<file path="config.mk">
export PLATFORM = sky130hd
export DESIGN_NAME = edm_monitor
export DESIGN_NICKNAME = d
export VERILOG_FILES = /design/src/edm_pkg.sv /design/src/edm_monitor.sv
export SDC_FILE = /design/constraint.sdc
export NUM_CORES = 1
export LEC_CHECK = 0
export BUFFER_PORTS_ARGS = -buffer_cell sky130_fd_sc_hd__buf_4
export CORE_MARGIN = 2
export CORE_UTILIZATION = 50
export DETAILED_ROUTE_END_ITERATION = 10
export PLACE_DENSITY_LB_ADDON = 0.25
export SYNTH_ARGS = -nofsm -noshare
export SYNTH_HDL_FRONTEND = slang
export SYNTH_SLANG_ARGS = --single-unit
</file>
<file path="constraint.sdc">
create_clock -name clk -period 11.7 [get_ports clk]
set_clock_uncertainty 0.05 [all_clocks]
set_input_delay 0.585 -clock clk [delete_from_list [all_inputs] [get_ports clk]]
set_output_delay 0.585 -clock clk [all_outputs]
set_load 0.03 [all_outputs]
</file>
<file path="src/edm_pkg.sv">
/*
  Constants, register map and carrier types of the encoder feedback and
  deviation monitor. Assumes a 25 MHz system clock and an APB master.
*/
// Notes on behaviour
// - Switch query returns left limit, right limit and homing input levels as 0/1.
// - Nonzero pre-divider N passes only every Nth encoder pulse to the count.
// - Nonzero multiplier M changes the count by M per passed pulse, up or down; zero changes it by 1.
// - Configuration bit 0 picks index polarity: 1 active high, 0 active low.
// - While configuration bit 1 is set, next active index edge clears the count.
// - Writing configuration bit 4 loads ramp position into count; bit then self-clears.
// - Configuration bit 6 picks reference phase order: 1 A leads B, 0 B leads A.
// - Deviation limit is an 11-bit unsigned value.
// - Count reads back as a signed 24-bit value.
// - Enabled deviation alarm beyond the limit drives the alarm output high.
// - Stop action on deviation: 0 keep moving, 1 soft stop, 2 hard stop.
// - Nonzero delay n starts correction n/200 s after deviation; zero disables it.
// - With correction after deviation, alarm waits until the retry limit is exceeded.
// - With correction on, check count at ramp end and move toward target otherwise.
// - Retry field 0 disables correction; exceeding 1..255 retries aborts and alarms.
// - Final position is correct within a 16-bit unsigned tolerance window.
// - Closed-loop enable: 0 switches the position loop off, 1 on.
// - Four setup words load the position loop configuration.
// - Position reset clears both ramp position and encoder count.
package edm_pkg;
  // ==========================================================
  // Register offsets
  localparam logic [7:0] OFS_CFG    = 8'h00;
  localparam logic [7:0] OFS_SCALE  = 8'h04;
  localparam logic [7:0] OFS_DEVLIM = 8'h08;
  localparam logic [7:0] OFS_COUNT  = 8'h0c;
  localparam logic [7:0] OFS_ALARM  = 8'h10;
  localparam logic [7:0] OFS_CORR   = 8'h14;
  localparam logic [7:0] OFS_LOOP   = 8'h18;
  localparam logic [7:0] OFS_PID0   = 8'h1c;
  localparam logic [7:0] OFS_PID1   = 8'h20;
  localparam logic [7:0] OFS_PID2   = 8'h24;
  localparam logic [7:0] OFS_PID3   = 8'h28;
  localparam logic [7:0] OFS_SWITCH = 8'h2c;
  localparam logic [7:0] OFS_CMD    = 8'h30;
  localparam logic [7:0] OFS_STATUS = 8'h34;
  // ==========================================================
  // Field positions
  localparam int CFG_NPOL  = 0;
  localparam int CFG_NCLR  = 1;
  localparam int CFG_LOAD  = 4;
  localparam int CFG_ABDIR = 6;
  localparam logic [7:0] CFG_WMASK = 8'h53;
  localparam int CMD_POSRST = 0;
  localparam int CNT_W  = 24;
  localparam int DEV_W  = 11;
  localparam int TOL_W  = 16;
  // ==========================================================
  // Reset values and timing
  localparam logic [7:0] CFG_RST = 8'h41;
  localparam logic [1:0] ACT_KEEP = 2'd0;
  localparam logic [1:0] ACT_SOFT = 2'd1;
  localparam logic [1:0] ACT_HARD = 2'd2;
  localparam int DELAY_UNIT_US = 5000;
  localparam int CLK_MHZ       = 25;
  localparam int TICK_CYC      = DELAY_UNIT_US * CLK_MHZ;
  // ==========================================================
  // Carriers
  typedef struct packed {
    logic left;
    logic right;
    logic home;
  } edm_sw_t;
  typedef struct packed {
    logic [15:0] control;
    logic [15:0] vcalc;
    logic [7:0]  pcof;
    logic [7:0]  prange;
    logic [7:0]  icof;
    logic [7:0]  irange;
    logic [7:0]  dcof;
    logic [7:0]  drange;
    logic [7:0]  clip_p;
    logic [7:0]  clip_i;
    logic [7:0]  clip_d;
    logic [7:0]  clip_int_sum;
    logic [7:0]  clip_int_in;
    logic [7:0]  pad;
    logic [15:0] clip_sum;
  } edm_pid_t;
  typedef enum {ST_IDLE, ST_WAIT, ST_CHECK, ST_MOVE} edm_state_t;
endpackage

</file>
<file path="src/edm_monitor.sv">
/*
  Encoder feedback and deviation monitor with APB register access.
  Assumes synchronous encoder and switch inputs, a ramp generator that
  supplies ramp position, target, ramp-end and move-done pulses.
*/
// The placing of the registers and the APB slave port were left to the implementer.
`timescale 1ns/1ps
`default_nettype none
module edm_monitor #(
  parameter int TICK = edm_pkg::TICK_CYC
) (
  input  wire logic                    clk,
  input  wire logic                    sys_rst,
  input  wire logic                    psel,
  input  wire logic                    penable,
  input  wire logic                    pwrite,
  input  wire logic [7:0]              paddr,
  input  wire logic [31:0]             pwdata,
  output logic                         pready,
  output logic                         pslverr,
  output logic [31:0]                  prdata,
  input  wire logic                    enc_a,
  input  wire logic                    enc_b,
  input  wire logic                    enc_n,
  input  wire edm_pkg::edm_sw_t        sw_in,
  input  wire logic [23:0]             ramp_pos,
  input  wire logic [23:0]             target_pos,
  input  wire logic                    ramp_end,
  input  wire logic                    move_done,
  output logic                         alarm_o,
  output logic                         soft_stop_o,
  output logic                         hard_stop_o,
  output logic                         pos_clear_o,
  output logic                         corr_move_o,
  output logic                         corr_up_o,
  output logic                         loop_en_o,
  output edm_pkg::edm_pid_t            pid_cfg_o
);
  import edm_pkg::*;

  // ==========================================================
  // Helpers
  function automatic logic [23:0] mag_diff(input logic [23:0] a, input logic [23:0] b);
    logic [23:0] d;
    d = a - b;
    mag_diff = d[23] ? 24'(-d) : d;
  endfunction

  // {valid, forward} for A-leading order
  function automatic logic [1:0] quad(input logic [1:0] p, input logic [1:0] c);
    logic [3:0] t;
    t = {p, c};
    case (t)
      4'b0010, 4'b1011, 4'b1101, 4'b0100: quad = 2'b11;
      4'b0001, 4'b0111, 4'b1110, 4'b1000: quad = 2'b10;
      default:                            quad = 2'b00;
    endcase
  endfunction

  // ==========================================================
  // Registers
  logic [7:0]       cfg_r;
  logic [7:0]       prediv_r;
  logic [7:0]       mult_r;
  logic [DEV_W-1:0] devlim_r;
  logic             dev_en_r;
  logic [1:0]       act_r;
  logic [15:0]      delay_r;
  logic [7:0]       retry_lim_r;
  logic [TOL_W-1:0] tol_r;
  logic             loop_en_r;
  logic [7:0]       clip_d_r;
  logic [127:0]     pid_r;
  logic [23:0]      count_r;
  logic             alarm_r;
  logic             dev_flag_r;
  logic             corr_err_r;

  logic wr;
  logic mapped;
  assign wr = psel & penable & pwrite;
  assign pready = 1'b1;
  always_comb begin
    case (paddr)
      OFS_CFG, OFS_SCALE, OFS_DEVLIM, OFS_COUNT, OFS_ALARM, OFS_CORR, OFS_LOOP,
      OFS_PID0, OFS_PID1, OFS_PID2, OFS_PID3, OFS_SWITCH, OFS_CMD,
      OFS_STATUS: mapped = 1'b1;
      default:    mapped = 1'b0;
    endcase
  end
  assign pslverr = psel & penable & ~mapped;

  always_ff @(posedge clk or posedge sys_rst) begin
    if (sys_rst) begin
      cfg_r <= CFG_RST;
    end else if (wr && paddr == OFS_CFG) begin
      cfg_r <= pwdata[7:0] & CFG_WMASK;
    end else begin
      cfg_r[CFG_LOAD] <= 1'b0;
    end
  end

  always_ff @(posedge clk or posedge sys_rst) begin
    if (sys_rst) begin
      prediv_r    <= 8'h00;
      mult_r      <= 8'h00;
      devlim_r    <= '0;
      dev_en_r    <= 1'b0;
      act_r       <= ACT_KEEP;
      delay_r     <= 16'h0000;
      retry_lim_r <= 8'h00;
      tol_r       <= '0;
      loop_en_r   <= 1'b0;
      clip_d_r    <= 8'h00;
      pid_r       <= '0;
    end else if (wr) begin
      case (paddr)
        OFS_SCALE: begin
          prediv_r <= pwdata[7:0];
          mult_r   <= pwdata[15:8];
        end
        OFS_DEVLIM: devlim_r <= pwdata[DEV_W-1:0];
        OFS_ALARM: begin
          dev_en_r <= pwdata[0];
          act_r    <= pwdata[2:1];
          delay_r  <= pwdata[31:16];
        end
        OFS_CORR: begin
          retry_lim_r <= pwdata[7:0];
          tol_r       <= pwdata[31:16];
        end
        OFS_LOOP: {clip_d_r, loop_en_r} <= {pwdata[15:8], pwdata[0]};
        OFS_PID0: pid_r[127:96] <= pwdata;
        OFS_PID1: pid_r[95:64]  <= pwdata;
        OFS_PID2: pid_r[63:32]  <= pwdata;
        OFS_PID3: pid_r[31:0]   <= pwdata;
        default: ;
      endcase
    end
  end
  assign loop_en_o = loop_en_r;
  // Derivative clip rides in the loop register, PID3 holds both sum clips
  assign pid_cfg_o = edm_pid_t'({pid_r[127:32], clip_d_r, pid_r[31:16], 8'h00, pid_r[15:0]});

  logic pos_rst;
  assign pos_rst = wr && paddr == OFS_CMD && pwdata[CMD_POSRST];
  always_ff @(posedge clk or posedge sys_rst) begin
    if (sys_rst) begin
      pos_clear_o <= 1'b0;
    end else begin
      pos_clear_o <= pos_rst;
    end
  end

  // ==========================================================
  // Quadrature decode, index, scaling
  logic [1:0] ab_r;
  logic       n_r;
  logic [7:0] div_r;
  logic [1:0] q;
  logic       step;
  logic       up;
  logic       n_act;
  logic       n_edge;
  logic       pass;
  logic [23:0] mag;

  always_ff @(posedge clk or posedge sys_rst) begin
    if (sys_rst) begin
      ab_r <= 2'b00;
      n_r  <= 1'b0;
    end else begin
      ab_r <= {enc_a, enc_b};
      n_r  <= n_act;
    end
  end
  assign q      = quad(ab_r, {enc_a, enc_b});
  assign step   = q[1];
  assign up     = q[0] ~^ cfg_r[CFG_ABDIR];
  assign n_act  = cfg_r[CFG_NPOL] ? enc_n : ~enc_n;
  assign n_edge = n_act & ~n_r;
  assign pass   = step && (prediv_r == 8'h00 || div_r == prediv_r - 8'h01);
  assign mag    = (mult_r == 8'h00) ? 24'h000001 : {16'h0000, mult_r};

  always_ff @(posedge clk or posedge sys_rst) begin
    if (sys_rst) begin
      div_r <= 8'h00;
    end else if (pos_rst || prediv_r == 8'h00) begin
      div_r <= 8'h00;
    end else if (step) begin
      div_r <= pass ? 8'h00 : div_r + 8'h01;
    end
  end

  always_ff @(posedge clk or posedge sys_rst) begin
    if (sys_rst) begin
      count_r <= 24'h000000;
    end else if (pos_rst) begin
      count_r <= 24'h000000;
    end else if (cfg_r[CFG_LOAD]) begin
      count_r <= ramp_pos;
    end else if (cfg_r[CFG_NCLR] && n_edge) begin
      count_r <= 24'h000000;
    end else if (pass) begin
      count_r <= up ? count_r + mag : count_r - mag;
    end
  end

  // ==========================================================
  // Deviation detection and correction
  logic       dev_now;
  logic       dev_prev_r;
  logic       dev_evt;
  logic       in_tol;
  edm_state_t st_r;
  logic [16:0] tick_r;
  logic [15:0] units_r;
  logic [8:0]  tries_r;
  logic        abort;
  logic        alarm_set;

  assign dev_now = dev_en_r && mag_diff(ramp_pos, count_r) > {13'h0000, devlim_r};
  assign dev_evt = dev_now & ~dev_prev_r;
  assign in_tol  = mag_diff(target_pos, count_r) <= {8'h00, tol_r};
  assign abort   = st_r == ST_CHECK && !in_tol && tries_r >= {1'b0, retry_lim_r};
  assign alarm_set = (dev_evt && delay_r == 16'h0000) || abort;

  always_ff @(posedge clk or posedge sys_rst) begin
    if (sys_rst) begin
      dev_prev_r <= 1'b0;
    end else begin
      dev_prev_r <= dev_now;
    end
  end

  always_ff @(posedge clk or posedge sys_rst) begin
    if (sys_rst) begin
      st_r    <= ST_IDLE;
      tick_r  <= '0;
      units_r <= 16'h0000;
      tries_r <= 9'h000;
    end else begin
      case (st_r)
        ST_IDLE: begin
          tries_r <= 9'h000;
          tick_r  <= '0;
          units_r <= 16'h0000;
          if (dev_evt && delay_r != 16'h0000) begin
            st_r <= ST_WAIT;
          end else if (ramp_end && retry_lim_r != 8'h00) begin
            st_r <= ST_CHECK;
          end
        end
        ST_WAIT: begin
          if (tick_r == 17'(TICK - 1)) begin
            tick_r  <= '0;
            units_r <= units_r + 16'h0001;
            if (units_r + 16'h0001 == delay_r) begin
              st_r <= ST_CHECK;
            end
          end else begin
            tick_r <= tick_r + 17'h00001;
          end
        end
        ST_CHECK: begin
          if (in_tol || abort) begin
            st_r <= ST_IDLE;
          end else begin
            tries_r <= tries_r + 9'h001;
            st_r    <= ST_MOVE;
          end
        end
        ST_MOVE: begin
          if (move_done) begin
            st_r <= ST_CHECK;
          end
        end
        default: st_r <= ST_IDLE;
      endcase
    end
  end

  always_ff @(posedge clk or posedge sys_rst) begin
    if (sys_rst) begin
      corr_up_o <= 1'b0;
    end else if (st_r == ST_CHECK) begin
      corr_up_o <= $signed(target_pos) > $signed(count_r);
    end
  end
  assign corr_move_o = st_r == ST_MOVE;

  always_ff @(posedge clk or posedge sys_rst) begin
    if (sys_rst) begin
      soft_stop_o <= 1'b0;
      hard_stop_o <= 1'b0;
    end else begin
      soft_stop_o <= dev_evt && act_r == ACT_SOFT;
      hard_stop_o <= dev_evt && act_r == ACT_HARD;
    end
  end

  // Set wins over a software clear in the same cycle
  always_ff @(posedge clk or posedge sys_rst) begin
    if (sys_rst) begin
      alarm_r    <= 1'b0;
      dev_flag_r <= 1'b0;
      corr_err_r <= 1'b0;
    end else begin
      if (alarm_set) begin
        alarm_r <= 1'b1;
      end else if (wr && paddr == OFS_STATUS && pwdata[0]) begin
        alarm_r <= 1'b0;
      end
      if (dev_evt) begin
        dev_flag_r <= 1'b1;
      end else if (wr && paddr == OFS_STATUS && pwdata[1]) begin
        dev_flag_r <= 1'b0;
      end
      if (abort) begin
        corr_err_r <= 1'b1;
      end else if (wr && paddr == OFS_STATUS && pwdata[2]) begin
        corr_err_r <= 1'b0;
      end
    end
  end
  assign alarm_o = alarm_r;

  // ==========================================================
  // Read data
  always_ff @(posedge clk or posedge sys_rst) begin
    if (sys_rst) begin
      prdata <= 32'h00000000;
    end else if (psel && !penable && !pwrite) begin
      case (paddr)
        OFS_CFG:    prdata <= {24'h000000, cfg_r};
        OFS_SCALE:  prdata <= {16'h0000, mult_r, prediv_r};
        OFS_DEVLIM: prdata <= {21'h000000, devlim_r};
        OFS_COUNT:  prdata <= {8'h00, count_r};
        OFS_ALARM:  prdata <= {delay_r, 13'h0000, act_r, dev_en_r};
        OFS_CORR:   prdata <= {tol_r, 8'h00, retry_lim_r};
        OFS_LOOP:   prdata <= {16'h0000, clip_d_r, 7'h00, loop_en_r};
        OFS_PID0:   prdata <= pid_r[127:96];
        OFS_PID1:   prdata <= pid_r[95:64];
        OFS_PID2:   prdata <= pid_r[63:32];
        OFS_PID3:   prdata <= pid_r[31:0];
        OFS_SWITCH: prdata <= {29'h00000000, sw_in.home, sw_in.right, sw_in.left};
        OFS_STATUS: prdata <= {15'h0000, tries_r, 4'h0, corr_move_o, corr_err_r,
                               dev_flag_r, alarm_r};
        default:    prdata <= 32'h00000000;
      endcase
    end
  end

  // ==========================================================
  // Checks
  sw_read_a: assert property (@(posedge clk) disable iff (sys_rst)
    psel && !penable && !pwrite && paddr == OFS_SWITCH
    |=> prdata[2:0] == {$past(sw_in.home), $past(sw_in.right), $past(sw_in.left)})
    else $error("switch read mismatch");

  idx_clear_a: assert property (@(posedge clk) disable iff (sys_rst)
    cfg_r[CFG_NCLR] && n_edge && !pos_rst && !cfg_r[CFG_LOAD] |=> count_r == 24'h000000)
    else $error("index did not clear count");

  load_once_a: assert property (@(posedge clk) disable iff (sys_rst)
    cfg_r[CFG_LOAD] && !(wr && paddr == OFS_CFG) && !pos_rst
    |=> !cfg_r[CFG_LOAD] && count_r == $past(ramp_pos))
    else $error("ramp load failed");

  mult_step_a: assert property (@(posedge clk) disable iff (sys_rst)
    pass && up && mult_r != 8'h00 && !pos_rst && !cfg_r[CFG_LOAD]
    && !(cfg_r[CFG_NCLR] && n_edge)
    |=> count_r == $past(count_r) + {16'h0000, $past(mult_r)})
    else $error("multiplied step wrong");

  dev_alarm_a: assert property (@(posedge clk) disable iff (sys_rst)
    dev_evt && delay_r == 16'h0000 |=> alarm_o)
    else $error("deviation alarm missing");

  hard_stop_a: assert property (@(posedge clk) disable iff (sys_rst)
    dev_evt && act_r == ACT_HARD |=> hard_stop_o && !soft_stop_o)
    else $error("hard stop missing");

  wait_quiet_a: assert property (@(posedge clk) disable iff (sys_rst)
    st_r == ST_WAIT && !alarm_o && !dev_evt |=> !alarm_o)
    else $error("alarm during correction delay");

  retry_abort_a: assert property (@(posedge clk) disable iff (sys_rst)
    st_r == ST_CHECK && !in_tol && tries_r >= {1'b0, retry_lim_r}
    |=> alarm_o && corr_err_r && st_r == ST_IDLE)
    else $error("retry limit not enforced");

  pos_reset_a: assert property (@(posedge clk) disable iff (sys_rst)
    pos_rst |=> count_r == 24'h000000 && pos_clear_o ##1 !pos_clear_o)
    else $error("position reset failed");

  loop_en_a: assert property (@(posedge clk) disable iff (sys_rst)
    wr && paddr == OFS_LOOP |=> loop_en_o == $past(pwdata[0]))
    else $error("loop enable not taken");
endmodule // edm_monitor
`default_nettype wire

</file>
==> summary.md <==
| Metric | Value |
|---|---|
| Initial antenna violation count | `0` |
| Met2 Resource Use GR | `about 53%` |
| Post-route antenna net violation count | `0` |
| Die X | `around 210 um` |
| Setup_tns | `0 ns` |
| Via-to-Cell Ratio | `around 6.4` |
| Initial DRC count | `around 2000` |
| Final Non-Filler Cells | `3012` |
| Worst-Margin Slew | `~1.1 ns` |
| Chip Height | `about 210 um` |
| CTS tree | `yes` |
| Synth Flop Type | `dfrtp_1` |
| DRT Wirelength | `between 70 and 80 mm` |
| CP arrival | `7.04 ns` |
| Data required time of the worst path | `roughly 12 ns` |
| Simple-gate share of the synthesized area | `roughly 14%` |
| Grt met1 use | `~43%` |
| Mux cell area share after synthesis | `roughly 11%` |
| Routability cong. | `between 0.9 and 1` |
| Final Setup Violations | `0` |
| HP Class | `in -> async` |
| FP Rows | `76` |
| Most used cell, CP | `o21a_1` |
| Crit-path max FO | `8` |
| Largest family of logic cells by synthesized area | `compound AO/OA/AOI/OAI gates` |
| Top Usage Layer GRT | `met2` |
| Root buf cell | `clkbuf_16` |
| Crit path kind | `reg -> reg` |
| Congestion Overflow GR | `0` |
| Mean area per synthesized cell | `just under 10 um^2` |
| Wire per inst | `roughly 24 um` |
| Crit. Startpoint | `count_r[11]` |
| First-pass DRT Iterations | `6` |
| Final count of hold timing violations | `0` |
| H-Tree Depth | `2` |
| TritonCTS Buffers | `36` |
| Post-synthesis cell count | `about 2200` |
| GRT Overall Usage | `between 30% and 40%` |
| Max rail drop VDD | `between 100 and 150 uV` |
| Routed via count | `around 19000` |
| Share of cells above drive strength 1 | `about 25%` |
| Maxcap violations | `0` |
| Setup crit start kind | `register` |
| Initial Util | `50.4%` |
| First-pass GRT wire length | `112 mm` |
| Clock sink count | `330` |
| Max stage delay on crit path | `between 0.7 and 0.8 ns` |
| Largest net degree at the start of global routing | `approximately 110` |
| Cells resized by post-CTS repair | `0` |
| Reg2reg start | `count_r[11]` |
| FF+latch area | `approximately 8300 um^2` |
| Worst Path Buf+Inv | `1` |
| YS warnings | `0` |
| R2r setup slk | `5.06 ns` |
| Peak Freq | `about 150 MHz` |
| Multi-input gate area | `roughly 12000 um^2` |
| Status | `finished, final reports clean` |
| Filler instances | `roughly 3700` |
| Slew headroom | `approximately 25%` |
| Synth Area in Compound Gates | `roughly a fifth` |
| Placed Cells | `roughly 2900` |
| Area grow syn2layout | `17.5%` |
| Post-synthesis xor/xnor area fraction | `5.15%` |
| CTS Buffer Depth | `3` |
| LEAKAGE | `12.0 nW` |
| PnR Total Power | `5.52 mW` |
| Commonest non-fill, non-tap cell in the layout | `dfrtp_1` |
| Antenna diodes | `0` |
| Vias in the first global route | `18644` |
| Global routing usage on met3 | `around 4.3%` |
| Netlist cell types | `108` |
| # hold bufs at CTS | `0` |
| Worst path slowest cell | `a2111oi_2` |
| Core area | `between 40000 and 50000 um^2` |
| IO buf count | `~280` |
| Ys async rst share | `between 90% and 100%` |
| R2r endpoint | `tries_r[5]` |
| Fin crit share | `56.7%` |
| PwrDens | `around 220 nW/um^2` |
| Clk_lat worst skew | `about 0.54 ns` |
| Layout Nets | `2662` |
| Final min period | `between 6 and 7 ns` |
| EDFF count, synth | `0` |
| Adder-cell area share of the yosys netlist | `between 7 and 8%` |
| Slew Viols, Final | `0` |
| Commonest non-fill, non-tap cells in the layout | `dfrtp_1, buf_4, mux2_2, nor2_1, nand2_1` |
| Clock-pin slew on the worst setup and hold paths | `0.07 ns` |
| Drt drc | `0` |
| Post-CTS setup buffers | `0` |
| Critical path's top delay family | `compound AO/OA/AOI/OAI gates` |
| Seq/Total Area, Yosys | `a little under two fifths` |
| Post-DP HPWL | `between 50 and 60 mm` |
| R2r worst-path depth | `25` |
| Unrepaired setup endpoints after global routing | `false` |
| Crit end category | `register` |
| I/O pin count | `between 200 and 300` |
| Die area | `roughly 45000 um^2` |
| Post-Syn Area | `21600 um^2` |
| #FFs+latches synth | `330` |
[cell families after synthesis]
logic type,count (synthesis)
buffers and inverters,213
other,2
AO/OA/AOI/OAI,613
AND/OR/NAND/NOR,586
multiplexers,215
XOR/XNOR,126
adder cells (fa/ha/maj),121
flip-flops,330
[Yosys cell counts (31+ instances only)]
cell type / count / share of area [%]
xnor2_1: 82 / 3.3
a21o_1: 33 / 1.1
o21ai_0: 117 / 2.7
a221oi_1: 61 / 2.5
a21oi_1: 92 / 2.1
a31oi_1: 46 / 1.3
and3_1: 35 / 1.0
dfrtp_1: 328 / 38
a22oi_1: 31 / 1.1
a22o_1: 38 / 1.5
nor2_1: 158 / 2.8
xor2_1: 43 / 1.7
clkbuf_1: 79 / 1.4
ha_1: 118 / 6.8
mux2_2: 202 / 11
nand2_1: 133 / 2.3
nor3_1: 32 / 0.74
inv_1: 102 / 1.8
nand3_1: 54 / 1.3
[through the flow]
step | setup WS (ns) | hold WS (ns) | util, % | area (um^2)
after floorplan | 1.93 | 0.392 | - | 21600
after global placement | 5.28 | 0.427 | 56.3 | 24100
after detailed placement | 5.14 | 0.432 | 56.3 | 24100
after CTS | 5.15 | 0.128 | 59.2 | 25300
after global routing | 4.59 | 0.138 | 59.2 | 25300
final | 5.06 | 0.0897 | 59.2 | 25300
[routing by layer]
layer / vias up / wire (um)
met5: - / 0
met2: 798 / 34600
met4: 0 / 3740
li1: 8724 / -
met1: 9661 / 30900
met3: 194 / 4600
[registers in the layout, indices dropped and copies added, names as in the netlist, 2 cells and up]
register / flops
mult_r: 8
cfg_r: 4
act_r: 2
ab_r: 2
st_r: 2
units_r: 16
div_r: 8
prediv_r: 8
count_r: 24
devlim_r: 11
clip_d_r: 8
pid_r: 128
prdata: 32
tries_r: 9
tol_r: 16
delay_r: 16
retry_lim_r: 8
tick_r: 17
[power by group]
group / switching, mW / leakage [nW] / internal (mW)
registers: 0.112 / 4.39 / 1.21
clock network: 0.488 / 0.610 / 0.726
logic: 1.80 / 7.00 / 1.18
[area by class of cell]
class	instances	share of cell area [%]
Inverter	102	1.54
Sequential cell	330	32.6
Tap cell	546	2.70
Clock inverter	18	0.968
Multi-Input combinational cell	1670	49.3
Timing Repair Buffer	300	8.89
Clock buffer	46	3.99
[how the worst max path moves through the flow]
stage	cells past startpoint	slack, ns	to
6_report	25	5.06	tries_r[5]
3_3_place_gp	25	5.28	tries_r[8]
3_5_place_dp	25	5.14	tries_r[8]
5_1_grt	25	4.59	tries_r[6]
2_1_floorplan	1	1.93	ab_r[0]
4_1_cts	25	5.15	tries_r[8]
(Power assumes the default switching activity.)
